===== src/hdl/wdtc_consts.svh =====
// Offsets, field positions, reset values and timing counts of the watchdog
`ifndef WDTC_CONSTS_SVH
`define WDTC_CONSTS_SVH

// ==========================================================================
// Register byte offsets
`define WDTC_CTRL_OFS 8'h00
`define WDTC_RELOAD_OFS 8'h04
`define WDTC_FEED1_OFS 8'h08
`define WDTC_FEED2_OFS 8'h0C
`define WDTC_CLKCFG_OFS 8'h10
`define WDTC_STATUS_OFS 8'h14

// ==========================================================================
// Control register fields
`define WDTC_CTRL_OSC_BIT 0
`define WDTC_CTRL_FLAG_BIT 1
`define WDTC_CTRL_RUN_BIT 2
`define WDTC_CTRL_PRE_LSB 5
`define WDTC_CTRL_PRE_MSB 7

// Clock configuration fields
`define WDTC_CFG_RESET_FUNCTION_ENABLE_BIT 0
`define WDTC_CFG_XTAL_BIT 4
`define WDTC_CFG_IRQEN_BIT 6

// ==========================================================================
// Reset values
`define WDTC_PRE_RST 3'h7
`define WDTC_RUN_RST 1'b1
`define WDTC_OSC_RST 1'b1
`define WDTC_RELOAD_RST 8'hFF

// Feed sequence bytes
`define WDTC_FEED1_VAL 8'hA5
`define WDTC_FEED2_VAL 8'h5A

// ==========================================================================
// Timing: base prescale exponent and source rates
`define WDTC_PRE_BASE 5
`define WDTC_CLK_HZ 25000000
`define WDTC_OSC_HZ 400000
`define WDTC_OSC_DIV (`WDTC_CLK_HZ / `WDTC_OSC_HZ)
`define WDTC_SW_SYNC 2'h1

`endif


===== src/hdl/wdtc_pkg.sv =====
// Types shared by the watchdog core and its clock switch
package wdtc_pkg;
    typedef enum logic [1:0] {
        SRC_PCLK = 2'b00,
        SRC_OSC = 2'b01,
        SRC_XTAL = 2'b10
    } wdtc_src_e;

    typedef enum logic [1:0] {
        SW_IDLE = 2'b00,
        SW_OLD = 2'b01,
        SW_NEW = 2'b10
    } wdtc_sw_e;

    typedef enum logic {
        FEED_IDLE = 1'b0,
        FEED_ARMED = 1'b1
    } wdtc_feed_e;
endpackage : wdtc_pkg


===== src/hdl/wdtc_clk_switch.sv =====
// Glitch-free watchdog clock source switch working on tick enables
`timescale 1ns/10ps
`include "wdtc_consts.svh"
module wdtc_clk_switch (
    input wire logic ref_clk,
    input wire logic sys_rst,
    input wire logic pclk_tick,
    input wire logic osc_tick,
    input wire logic xtal_tick,
    input wire logic load,
    input wire logic sel_osc,
    input wire logic sel_xtal,
    output logic wd_tick,
    output wdtc_pkg::wdtc_src_e active,
    output logic busy
);
    typedef struct packed {
        wdtc_pkg::wdtc_sw_e st;
        logic [1:0] cnt;
        wdtc_pkg::wdtc_src_e act;
        wdtc_pkg::wdtc_src_e tgt;
        logic tick;
    } wdtc_sw_s;

    wdtc_sw_s q;
    wdtc_sw_s d;
    wdtc_pkg::wdtc_src_e req;

    function automatic logic src_tick(input wdtc_pkg::wdtc_src_e s,
                                      input logic p, input logic o,
                                      input logic x);
        unique case (s)
            wdtc_pkg::SRC_PCLK: src_tick = p;
            wdtc_pkg::SRC_OSC: src_tick = o;
            wdtc_pkg::SRC_XTAL: src_tick = x;
            default: src_tick = 1'b0;
        endcase
    endfunction : src_tick

    always_comb begin
        req = sel_xtal ? wdtc_pkg::SRC_XTAL :
              (sel_osc ? wdtc_pkg::SRC_OSC : wdtc_pkg::SRC_PCLK);
        d = q;
        d.tick = 1'b0;
        unique case (q.st)
            wdtc_pkg::SW_IDLE: begin
                d.tick = src_tick(q.act, pclk_tick, osc_tick, xtal_tick);
                if (load && req != q.act) begin
                    d.tgt = req;
                    d.st = wdtc_pkg::SW_OLD;
                    d.cnt = 2'h0;
                end
            end
            wdtc_pkg::SW_OLD: begin
                // Old source keeps feeding the prescaler while it is released
                d.tick = src_tick(q.act, pclk_tick, osc_tick, xtal_tick);
                if (load) begin
                    d.tgt = req;
                end
                // A stopped old clock leaves the switch pending here
                if (src_tick(q.act, pclk_tick, osc_tick, xtal_tick)) begin
                    if (q.cnt == `WDTC_SW_SYNC) begin
                        d.st = wdtc_pkg::SW_NEW;
                        d.cnt = 2'h0;
                    end else begin
                        d.cnt = q.cnt + 2'h1;
                    end
                end
            end
            wdtc_pkg::SW_NEW: begin
                if (load) begin
                    d.tgt = req;
                end
                if (src_tick(q.tgt, pclk_tick, osc_tick, xtal_tick)) begin
                    if (q.cnt == `WDTC_SW_SYNC) begin
                        d.act = q.tgt;
                        d.st = wdtc_pkg::SW_IDLE;
                    end else begin
                        d.cnt = q.cnt + 2'h1;
                    end
                end
            end
            default: begin
                d.st = wdtc_pkg::SW_IDLE;
            end
        endcase
    end

    always_ff @(posedge ref_clk) begin
        if (sys_rst) begin
            q <= '{st: wdtc_pkg::SW_IDLE, cnt: 2'h0, act: wdtc_pkg::SRC_OSC,
                   tgt: wdtc_pkg::SRC_OSC, tick: 1'b0};
        end else begin
            q <= d;
        end
    end

    assign wd_tick = q.tick;
    assign active = q.act;
    assign busy = (q.st != wdtc_pkg::SW_IDLE);

    // ======================================================================
    // Checks
    property p_switch_deferred;
        @(posedge ref_clk) disable iff (sys_rst)
        (load && !busy && req != active) |=> busy && active == $past(active);
    endproperty
    a_switch_deferred: assert property (p_switch_deferred)
        else $error("source changed without synchronisation");

    property p_new_after_two;
        @(posedge ref_clk) disable iff (sys_rst)
        (active != $past(active)) |->
            $past(q.st == wdtc_pkg::SW_NEW && q.cnt == `WDTC_SW_SYNC);
    endproperty
    a_new_after_two: assert property (p_new_after_two)
        else $error("new source selected too early");
endmodule : wdtc_clk_switch


===== src/hdl/wdtc_core.sv =====
// Watchdog timer core: clock choice, prescaler, down counter, feed, bus
//
// Summary of operation
// - Dedicated 400 kHz oscillator tick source
// - Crystal wins, else oscillator bit, else peripheral
// - Clock selection applies only after good feed
// - Two old then two new ticks on switch
// - Prescaler restarts at feed during a switch
// - Stopped CPU clock leaves switch pending
// - Timer mode: control shadowed after one tick
// - Underflow sets flag, interrupt when enabled
// - Timer mode flag cleared by writing zero
// - Timer mode underflow reloads and keeps counting
// - Timer mode: feed reloads, bad feed ignored
// - Oscillator selected: counting continues in power-down
// - Peripheral clock selected: power-down stops counting
// - Underflow during power-down wakes device
// - Timeout spans 33 to 1048577 ticks
// - Timeout is 2^(5+tap)*(reload+1)+1
// - Feed is A5 then 5A, no write between
// - Reset enable low means timer mode only
`timescale 1ns/10ps
`include "wdtc_consts.svh"
module wdtc_core (
    input wire logic ref_clk,
    input wire logic sys_rst,
    input wire logic wb_cyc_i,
    input wire logic wb_stb_i,
    input wire logic wb_we_i,
    input wire logic [7:0] wb_adr_i,
    input wire logic [3:0] wb_sel_i,
    input wire logic [31:0] wb_dat_i,
    output logic [31:0] wb_dat_o,
    output logic wb_ack_o,
    input wire logic power_down,
    input wire logic xtal_tick,
    output logic wdt_irq,
    output logic wake_req,
    output logic chip_rst_req
);
    typedef struct packed {
        logic ack;
        logic [31:0] rdat;
        wdtc_pkg::wdtc_feed_e feed;
        logic [2:0] pre_sw;
        logic run_sw;
        logic osc_sw;
        logic xtal_sw;
        logic reset_function_enable;
        logic irq_en;
        logic [2:0] pre_sh;
        logic run_sh;
        logic [7:0] reload;
        logic [7:0] dcnt;
        logic [11:0] pcnt;
        logic tail;
        logic flag;
        logic pclk_div;
        logic [5:0] osc_div;
        logic pclk_tick;
        logic osc_tick;
        logic sel_load;
        logic irq;
        logic wake;
        logic rst_req;
    } wdtc_core_s;

    wdtc_core_s q;
    wdtc_core_s d;

    logic wd_tick;
    wdtc_pkg::wdtc_src_e active;
    logic sw_busy;

    logic wr;
    logic rd;
    logic lane0;
    logic [7:0] wbyte;
    logic feed_ok;
    logic feed_bad;
    logic uf;
    logic clr_flag;
    logic [2:0] pre_use;

    // Prescaler top for a tap: 2^(5+tap) ticks per down-count step
    function automatic logic [11:0] pre_top(input logic [2:0] tap);
        pre_top = 12'((32'h1 << (`WDTC_PRE_BASE + 32'(tap))) - 32'h1);
    endfunction : pre_top

    function automatic logic hit(input logic [7:0] adr,
                                 input logic [7:0] ofs);
        hit = (adr[7:2] == ofs[7:2]);
    endfunction : hit

    wdtc_clk_switch u_switch (
        .ref_clk(ref_clk),
        .sys_rst(sys_rst),
        .pclk_tick(q.pclk_tick),
        .osc_tick(q.osc_tick),
        .xtal_tick(xtal_tick),
        .load(q.sel_load),
        .sel_osc(q.osc_sw),
        .sel_xtal(q.xtal_sw),
        .wd_tick(wd_tick),
        .active(active),
        .busy(sw_busy)
    );

    always_comb begin
        d = q;
        // ==================================================================
        // Bus decode: one-cycle registered ack, writes land with the ack
        wr = wb_cyc_i && wb_stb_i && !q.ack && wb_we_i;
        rd = wb_cyc_i && wb_stb_i && !q.ack && !wb_we_i;
        lane0 = wb_sel_i[0];
        wbyte = wb_dat_i[7:0];
        d.ack = wb_cyc_i && wb_stb_i && !q.ack;

        // ==================================================================
        // Tick sources; peripheral clock is half the CPU clock
        d.pclk_div = power_down ? q.pclk_div : !q.pclk_div;
        d.pclk_tick = !power_down && q.pclk_div;
        // Oscillator sleeps with the chip unless it drives the watchdog
        d.osc_tick = 1'b0;
        if (!power_down || active == wdtc_pkg::SRC_OSC) begin
            if (q.osc_div == 6'(`WDTC_OSC_DIV - 1)) begin
                d.osc_div = 6'h00;
                d.osc_tick = 1'b1;
            end else begin
                d.osc_div = q.osc_div + 6'h01;
            end
        end

        // ==================================================================
        // Feed sequence
        feed_ok = 1'b0;
        feed_bad = 1'b0;
        d.sel_load = 1'b0;
        unique case (q.feed)
            wdtc_pkg::FEED_IDLE: begin
                if (wr && hit(wb_adr_i, `WDTC_FEED1_OFS)) begin
                    if (lane0 && wbyte == `WDTC_FEED1_VAL) begin
                        d.feed = wdtc_pkg::FEED_ARMED;
                    end else begin
                        feed_bad = 1'b1;
                    end
                end else if (wr && hit(wb_adr_i, `WDTC_FEED2_OFS)) begin
                    feed_bad = 1'b1;
                end
            end
            wdtc_pkg::FEED_ARMED: begin
                if (wr) begin
                    d.feed = wdtc_pkg::FEED_IDLE;
                    if (hit(wb_adr_i, `WDTC_FEED2_OFS) && lane0 &&
                        wbyte == `WDTC_FEED2_VAL) begin
                        feed_ok = 1'b1;
                    end else begin
                        feed_bad = 1'b1;
                    end
                end
            end
        endcase

        // ==================================================================
        // Register writes
        clr_flag = 1'b0;
        if (wr && lane0) begin
            if (hit(wb_adr_i, `WDTC_CTRL_OFS)) begin
                d.pre_sw = wbyte[`WDTC_CTRL_PRE_MSB:`WDTC_CTRL_PRE_LSB];
                d.run_sw = wbyte[`WDTC_CTRL_RUN_BIT];
                d.osc_sw = wbyte[`WDTC_CTRL_OSC_BIT];
                clr_flag = !wbyte[`WDTC_CTRL_FLAG_BIT];
            end
            if (hit(wb_adr_i, `WDTC_RELOAD_OFS)) begin
                d.reload = wbyte;
            end
            if (hit(wb_adr_i, `WDTC_CLKCFG_OFS)) begin
                d.xtal_sw = wbyte[`WDTC_CFG_XTAL_BIT];
                d.reset_function_enable = wbyte[`WDTC_CFG_RESET_FUNCTION_ENABLE_BIT];
                d.irq_en = wbyte[`WDTC_CFG_IRQEN_BIT];
            end
        end

        // ==================================================================
        // Shadow control: timer mode follows after one watchdog tick
        if (!q.reset_function_enable && wd_tick) begin
            d.pre_sh = q.pre_sw;
            d.run_sh = q.run_sw;
        end
        pre_use = q.reset_function_enable ? q.pre_sw : q.pre_sh;

        // ==================================================================
        // Counter: 2^(5+tap) ticks per step, reload+1 steps, one tail tick
        uf = wd_tick && q.run_sh && q.dcnt == 8'h00 && q.pcnt == 12'h000 &&
             q.tail;
        if (feed_ok) begin
            // Prescaler restarts now even while the source is changing
            d.dcnt = q.reload;
            d.pcnt = pre_top(pre_use);
            d.tail = 1'b0;
            d.sel_load = 1'b1;
            if (q.reset_function_enable) begin
                d.pre_sh = q.pre_sw;
                d.run_sh = q.run_sw;
            end
        end else if (uf) begin
            d.dcnt = q.reload;
            d.pcnt = pre_top(q.pre_sh);
            d.tail = 1'b0;
        end else if (wd_tick && q.run_sh) begin
            if (q.pcnt != 12'h000) begin
                d.pcnt = q.pcnt - 12'h001;
            end else if (q.dcnt != 8'h00) begin
                d.dcnt = q.dcnt - 8'h01;
                d.pcnt = pre_top(q.pre_sh);
            end else begin
                d.tail = 1'b1;
            end
        end

        // Underflow outranks a clearing write in the same cycle
        d.flag = (q.flag && !clr_flag && !(feed_ok && q.reset_function_enable)) || uf;
        d.irq = d.flag && q.irq_en;
        d.wake = uf && power_down;
        // Watchdog mode alone may reset the chip
        d.rst_req = q.reset_function_enable && (uf || feed_bad);

        // ==================================================================
        // Read data
        d.rdat = 32'h0000_0000;
        if (rd) begin
            if (hit(wb_adr_i, `WDTC_CTRL_OFS)) begin
                d.rdat[`WDTC_CTRL_PRE_MSB:`WDTC_CTRL_PRE_LSB] = q.pre_sw;
                d.rdat[`WDTC_CTRL_RUN_BIT] = q.run_sw;
                d.rdat[`WDTC_CTRL_FLAG_BIT] = q.flag;
                d.rdat[`WDTC_CTRL_OSC_BIT] = q.osc_sw;
            end else if (hit(wb_adr_i, `WDTC_RELOAD_OFS)) begin
                d.rdat[7:0] = q.reload;
            end else if (hit(wb_adr_i, `WDTC_CLKCFG_OFS)) begin
                d.rdat[`WDTC_CFG_XTAL_BIT] = q.xtal_sw;
                d.rdat[`WDTC_CFG_RESET_FUNCTION_ENABLE_BIT] = q.reset_function_enable;
                d.rdat[`WDTC_CFG_IRQEN_BIT] = q.irq_en;
            end else if (hit(wb_adr_i, `WDTC_STATUS_OFS)) begin
                d.rdat[7:0] = q.dcnt;
                d.rdat[8] = sw_busy;
                d.rdat[10:9] = active;
            end
        end
    end

    always_ff @(posedge ref_clk) begin
        if (sys_rst) begin
            q <= '0;
            q.pre_sw <= `WDTC_PRE_RST;
            q.run_sw <= `WDTC_RUN_RST;
            q.osc_sw <= `WDTC_OSC_RST;
            q.pre_sh <= `WDTC_PRE_RST;
            q.run_sh <= `WDTC_RUN_RST;
            q.reload <= `WDTC_RELOAD_RST;
            q.dcnt <= `WDTC_RELOAD_RST;
            q.pcnt <= 12'hFFF;
        end else begin
            q <= d;
        end
    end

    assign wb_ack_o = q.ack;
    assign wb_dat_o = q.rdat;
    assign wdt_irq = q.irq;
    assign wake_req = q.wake;
    assign chip_rst_req = q.rst_req;

    // ======================================================================
    // Checks
    property p_flag_set;
        @(posedge ref_clk) disable iff (sys_rst)
        uf |=> q.flag ##1 (q.irq == q.irq_en || $past(q.irq_en) != q.irq_en);
    endproperty
    a_flag_set: assert property (p_flag_set)
        else $error("underflow did not raise flag");

    property p_flag_sticky;
        @(posedge ref_clk) disable iff (sys_rst)
        (q.flag && !q.reset_function_enable && !clr_flag) |=> q.flag;
    endproperty
    a_flag_sticky: assert property (p_flag_sticky)
        else $error("flag dropped without a clearing write");

    property p_uf_reload;
        @(posedge ref_clk) disable iff (sys_rst)
        (uf && !feed_ok) |=> q.dcnt == $past(q.reload) && !q.tail;
    endproperty
    a_uf_reload: assert property (p_uf_reload)
        else $error("counter not reloaded on underflow");

    property p_feed_load;
        @(posedge ref_clk) disable iff (sys_rst)
        feed_ok |=> q.dcnt == $past(q.reload) && !q.tail &&
            q.pcnt == pre_top($past(pre_use));
    endproperty
    a_feed_load: assert property (p_feed_load)
        else $error("feed did not load counter");

    property p_timer_no_reset;
        @(posedge ref_clk) disable iff (sys_rst)
        !q.reset_function_enable |=> !chip_rst_req;
    endproperty
    a_timer_no_reset: assert property (p_timer_no_reset)
        else $error("reset requested in timer mode");

    property p_wake;
        @(posedge ref_clk) disable iff (sys_rst)
        (uf && power_down) |=> wake_req ##1 !wake_req;
    endproperty
    a_wake: assert property (p_wake)
        else $error("underflow in power-down did not wake");

    property p_shadow;
        @(posedge ref_clk) disable iff (sys_rst)
        (wd_tick && !q.reset_function_enable) |=> q.pre_sh == $past(q.pre_sw);
    endproperty
    a_shadow: assert property (p_shadow)
        else $error("shadow control not updated after tick");

    property p_pd_stop;
        @(posedge ref_clk) disable iff (sys_rst)
        power_down [*2] |-> !q.pclk_tick;
    endproperty
    a_pd_stop: assert property (p_pd_stop)
        else $error("peripheral tick ran in power-down");

    property p_reload_kept;
        @(posedge ref_clk) disable iff (sys_rst)
        (uf && !(wr && hit(wb_adr_i, `WDTC_RELOAD_OFS))) |=>
            $stable(q.reload);
    endproperty
    a_reload_kept: assert property (p_reload_kept)
        else $error("reload register changed by underflow");
endmodule : wdtc_core


===== config.mk =====
export PLATFORM = sky130hd
export DESIGN_NAME = wdtc_core
export DESIGN_NICKNAME = d
export VERILOG_FILES = /design/src/hdl/wdtc_pkg.sv /design/src/hdl/wdtc_clk_switch.sv /design/src/hdl/wdtc_core.sv
export VERILOG_INCLUDE_DIRS = /design/src /design/src/hdl
export SDC_FILE = /design/constraint.sdc
export NUM_CORES = 1
export LEC_CHECK = 0
export BUFFER_PORTS_ARGS = -buffer_cell sky130_fd_sc_hd__buf_2
export CORE_MARGIN = 5
export CORE_UTILIZATION = 50
export CTS_BUF_LIST = sky130_fd_sc_hd__clkbuf_8 sky130_fd_sc_hd__clkbuf_16
export DETAILED_ROUTE_END_ITERATION = 6
export PLACE_DENSITY = 0.73
export SYNTH_ARGS = -nofsm -noshare
export SYNTH_HDL_FRONTEND = slang
export SYNTH_SLANG_ARGS = --single-unit

===== constraint.sdc =====
create_clock -name ref_clk -period 2.6 [get_ports ref_clk]
set_input_delay 0.39 -clock ref_clk [delete_from_list [all_inputs] [get_ports ref_clk]]
set_output_delay 0.39 -clock ref_clk [all_outputs]
set_load 0.02 [all_outputs]

==> results.rst <==
.. list-table::
   :header-rows: 1

   * - Metric
     - Value
   * - Synthesis Warnings
     - 0
   * - Post-DRT Antenna Nets
     - 0
   * - Number of core rows
     - 34
   * - Number of buffers on the longest clock path
     - 2
   * - Clock latency at the later pin of the worst-skew pair
     - 360 ps
   * - Leakage power
     - 0.001980 uW
   * - Sw Pwr
     - 641.3 uW
   * - Final weighted congestion in routability-driven placement
     - 0.9186
   * - Iteration-0 DRC Markers
     - 297
   * - Portion of total power attributed to sequential cells
     - 0.489
   * - Die width
     - 105.0 um
   * - Data arrival time of the critical path
     - 2580 ps
   * - All-layer global routing usage
     - 0.2014
   * - I/O pin cnt
     - 87
   * - Run status
     - finished, final reports clean
   * - Fmax
     - 433.3 MHz
   * - Congestion Overflow GR
     - 0
   * - Floorplan core area
     - 8763 sq um
   * - Sequential cell area fraction in the yosys report
     - 0.3414
   * - Post-synthesis to final-layout area growth
     - 8.479%
   * - List of most frequent post-synthesis cells
     - sky130_fd_sc_hd__dfxtp_1, sky130_fd_sc_hd__nand2_1, sky130_fd_sc_hd__nor2_1, sky130_fd_sc_hd__buf_4
   * - Via Count
     - 4076
   * - Post-synth EDFFs
     - 0
   * - Count of port buffers added during placement
     - 36
   * - Largest area contributor in the synthesized netlist
     - sky130_fd_sc_hd__dfxtp_1
   * - Crit path buf inv count
     - 1
   * - Share of Yosys cell area claimed by the top area cell type
     - 0.3414
   * - Fin crit period
     - 2308 ps
   * - Die Outline Area
     - 11030 sq um
   * - CTS HTree Levels
     - 3
   * - CP Data Required Time
     - 2870 ps
   * - Final cell count without fillers
     - 678
   * - Total power after layout
     - 2459 uW
   * - First-pass GRT wire length
     - 18530 um
   * - CP top delay family
     - simple AND/OR/NAND/NOR gates
   * - Startpoint type of the worst setup path
     - flop
   * - Starting density of the core
     - 0.5153
   * - Max Cap Viol
     - 0
   * - Yosys reg bits
     - 77
   * - Highest-delay cell along the critical path
     - sky130_fd_sc_hd__or4_1
   * - Gate count after technology mapping
     - 536
   * - Vias in the first global route
     - 3794
   * - Internal power
     - 1818 uW
   * - Vias per cell
     - 6.012
   * - Kind of path behind the tightest hold check
     - in2reg
   * - Peak ir drop on the vdd network
     - 0.3072 mV
   * - Worst Tran Pin Value
     - 720.4 ps
   * - Clock input transition at the sequential cells of the worst setup and hold paths
     - 90 ps
   * - Top flip-flop cell by instance count after synthesis
     - sky130_fd_sc_hd__dfxtp_1
   * - CTS resizes
     - 0
   * - Final number of hold-violating endpoints
     - 0
   * - Slowest Stage Delay on Critical Path
     - 570 ps
   * - Setup slack after layout
     - 292.2 ps
   * - Combinational fraction of design power
     - 0.108
   * - Most used standard cell by instance count after synthesis
     - sky130_fd_sc_hd__dfxtp_1
   * - DR WL/cell
     - 16.35 um
   * - CP Class
     - reg2reg
   * - Unrepaired setup endpoints after global routing
     - no
   * - Largest net degree at the start of global routing
     - 22
   * - Clk Tree Root Cell
     - sky130_fd_sc_hd__clkbuf_8
   * - DRC violations left
     - 0
   * - Power density relative to cell area
     - 502.0 nW/um^2
   * - Post-Synthesis Mean Instance Area
     - 8.425 sq um
   * - Minimum setup slack after placement
     - 192.1 ps
   * - Synth async-reset ratio
     - 0
   * - Clock tree from TritonCTS
     - done
   * - Total half-perimeter wirelength after legalization and detailed placement
     - 8106 um
   * - Initial antenna violation count
     - 0
   * - Height of the chip
     - 105.0 um
   * - Number of iterations in the first detailed-routing pass
     - 5
   * - Share of final-layout standard cells stronger than drive strength 1
     - 0.1561
   * - Post-CTS setup-driven buffer insertion count
     - 0
   * - Clock Sink Count
     - 77
   * - Number of cells in the design after placement
     - 662
   * - Type of element capturing the critical path
     - flop
   * - Inserted Diodes
     - 0
   * - Number of distinct library cell variants in the gate-level netlist after synthesis
     - 65
   * - Clock share of power
     - 0.403
   * - Final Cycle Share
     - 0.8876
   * - Inserted Clock Buffers
     - 9
   * - Switching share of power
     - 0.2608
   * - Critical Path Fanout Max
     - 9
   * - Final-stage net count
     - 628
   * - Wire length reported by the detailed router
     - 11090 um
   * - Summed instance area of the synthesized netlist
     - 4516 sq um
   * - Number of failing setup endpoints in the final timing report
     - 0
   * - Sum of negative setup slack
     - 0 ps
   * - Synth top area cells
     - sky130_fd_sc_hd__dfxtp_1, sky130_fd_sc_hd__buf_4, sky130_fd_sc_hd__nand2_1, sky130_fd_sc_hd__mux2i_1, sky130_fd_sc_hd__ha_1
   * - Hold buffer count at cts
     - 0
   * - Cells along the critical path
     - inv_1, ha_1, nor3b_2, nand3_4, or4_1, xor2_1, a22oi_1
   * - Worst Skew
     - 12.18 ps
   * - Final max-slew violation count
     - 0
   * - Relative max-transition margin
     - 0.5175
path summary, 6_finish.rpt:
check	from	endpoint	slack [ps]	cells past startpoint
min reg2reg	q[55]	q[55]	480	2
min	wb_dat_i[3]	q[38]	290	3
max	q[15]	q[30]	290	7
max reg2reg	q[15]	q[30]	290	7
sequential cells by signal, summed over array words and instances (netlist names), 2 cells and up:
name	cells
u_switch.q	6
u_switch.active	2
wb_dat_o	11
q	53
worst register-to-register path, stage by stage (launching register included):
cell,delay [ps]
sky130_fd_sc_hd__dfxtp_1,350
sky130_fd_sc_hd__inv_1,70
sky130_fd_sc_hd__ha_1,180
sky130_fd_sc_hd__nor3b_2,500
sky130_fd_sc_hd__nand3_4,230
sky130_fd_sc_hd__or4_1,570
sky130_fd_sc_hd__xor2_1,150
sky130_fd_sc_hd__a22oi_1,180
power groups by stage:
stage	Sequential, uW	Clock [uW]	Combinational (uW)
2_1_floorplan	1230	0	212
3_5_place_dp	1230	0	256
4_1_cts	1200	1000	258
3_3_place_gp	1230	0	247
5_1_grt	1200	1060	292
6_report	1200	991	266
per-stage QoR:
| stage | hold slack (ps) | util | instance area [sq um] |
|---|---|---|---|
| after detailed placement | 467.1 | 0.5344 | 4683 |
| after CTS | 289.6 | 0.5590 | 4898 |
| after global placement | 453.5 | 0.5344 | 4683 |
| after global routing | 310.9 | 0.5590 | 4898 |
| after floorplan | 421.7 | - | 4602 |
| final | 289.9 | 0.5590 | 4898 |
cell usage in the layout, fill, tap and decap left out, drive strengths merged, types with 10 or more instances in the layout:
cell type / count
dfxtp: 77
nand2: 58
buf: 51
nor2: 37
inv: 26
a21oi: 25
conb: 25
nand3: 20
mux2i: 18
o211ai: 18
o21ai: 18
nor3: 18
nor4: 15
ha: 12
xor2: 10
cell families after synthesis:
group                    Yosys count  share of synthesized area
AND/OR/NAND/NOR                  214                     0.2679
AO/OA/AOI/OAI                    107                     0.1599
buffers and inverters             81                    0.09754
flip-flops                        77                     0.3414
multiplexers                      27                    0.06733
XOR/XNOR                          16                    0.03103
adder cells (fa/ha/maj)           12                    0.03325
other                              2                   0.001663
cell type report:
type / instances / area, sq um
Sequential cell: 77 / 1541
Multi-Input combinational cell: 401 / 2620
Clock buffer: 9 / 123.9
Inverter: 25 / 93.84
Fill cell: 786 / 3865
Tap cell: 108 / 135.1
Clock inverter: 7 / 91.34
Timing Repair Buffer: 51 / 292.8
metal layers:
| metal | up-vias | share of wire | wire (um) | GRT usage |
|---|---|---|---|---|
| met1 | 1948 | 0.45 | 4940 | 0.2656 |
| met4 | 0 | 0.015 | 165 | 0.07580 |
| met5 | - | 0 | 0 | 0 |
| met3 | 16 | 0.078 | 867 | 0.04994 |
| li1 | 1942 | - | - | - |
| met2 | 170 | 0.46 | 5114 | 0.3179 |
Power figures use the tool's default switching activity.
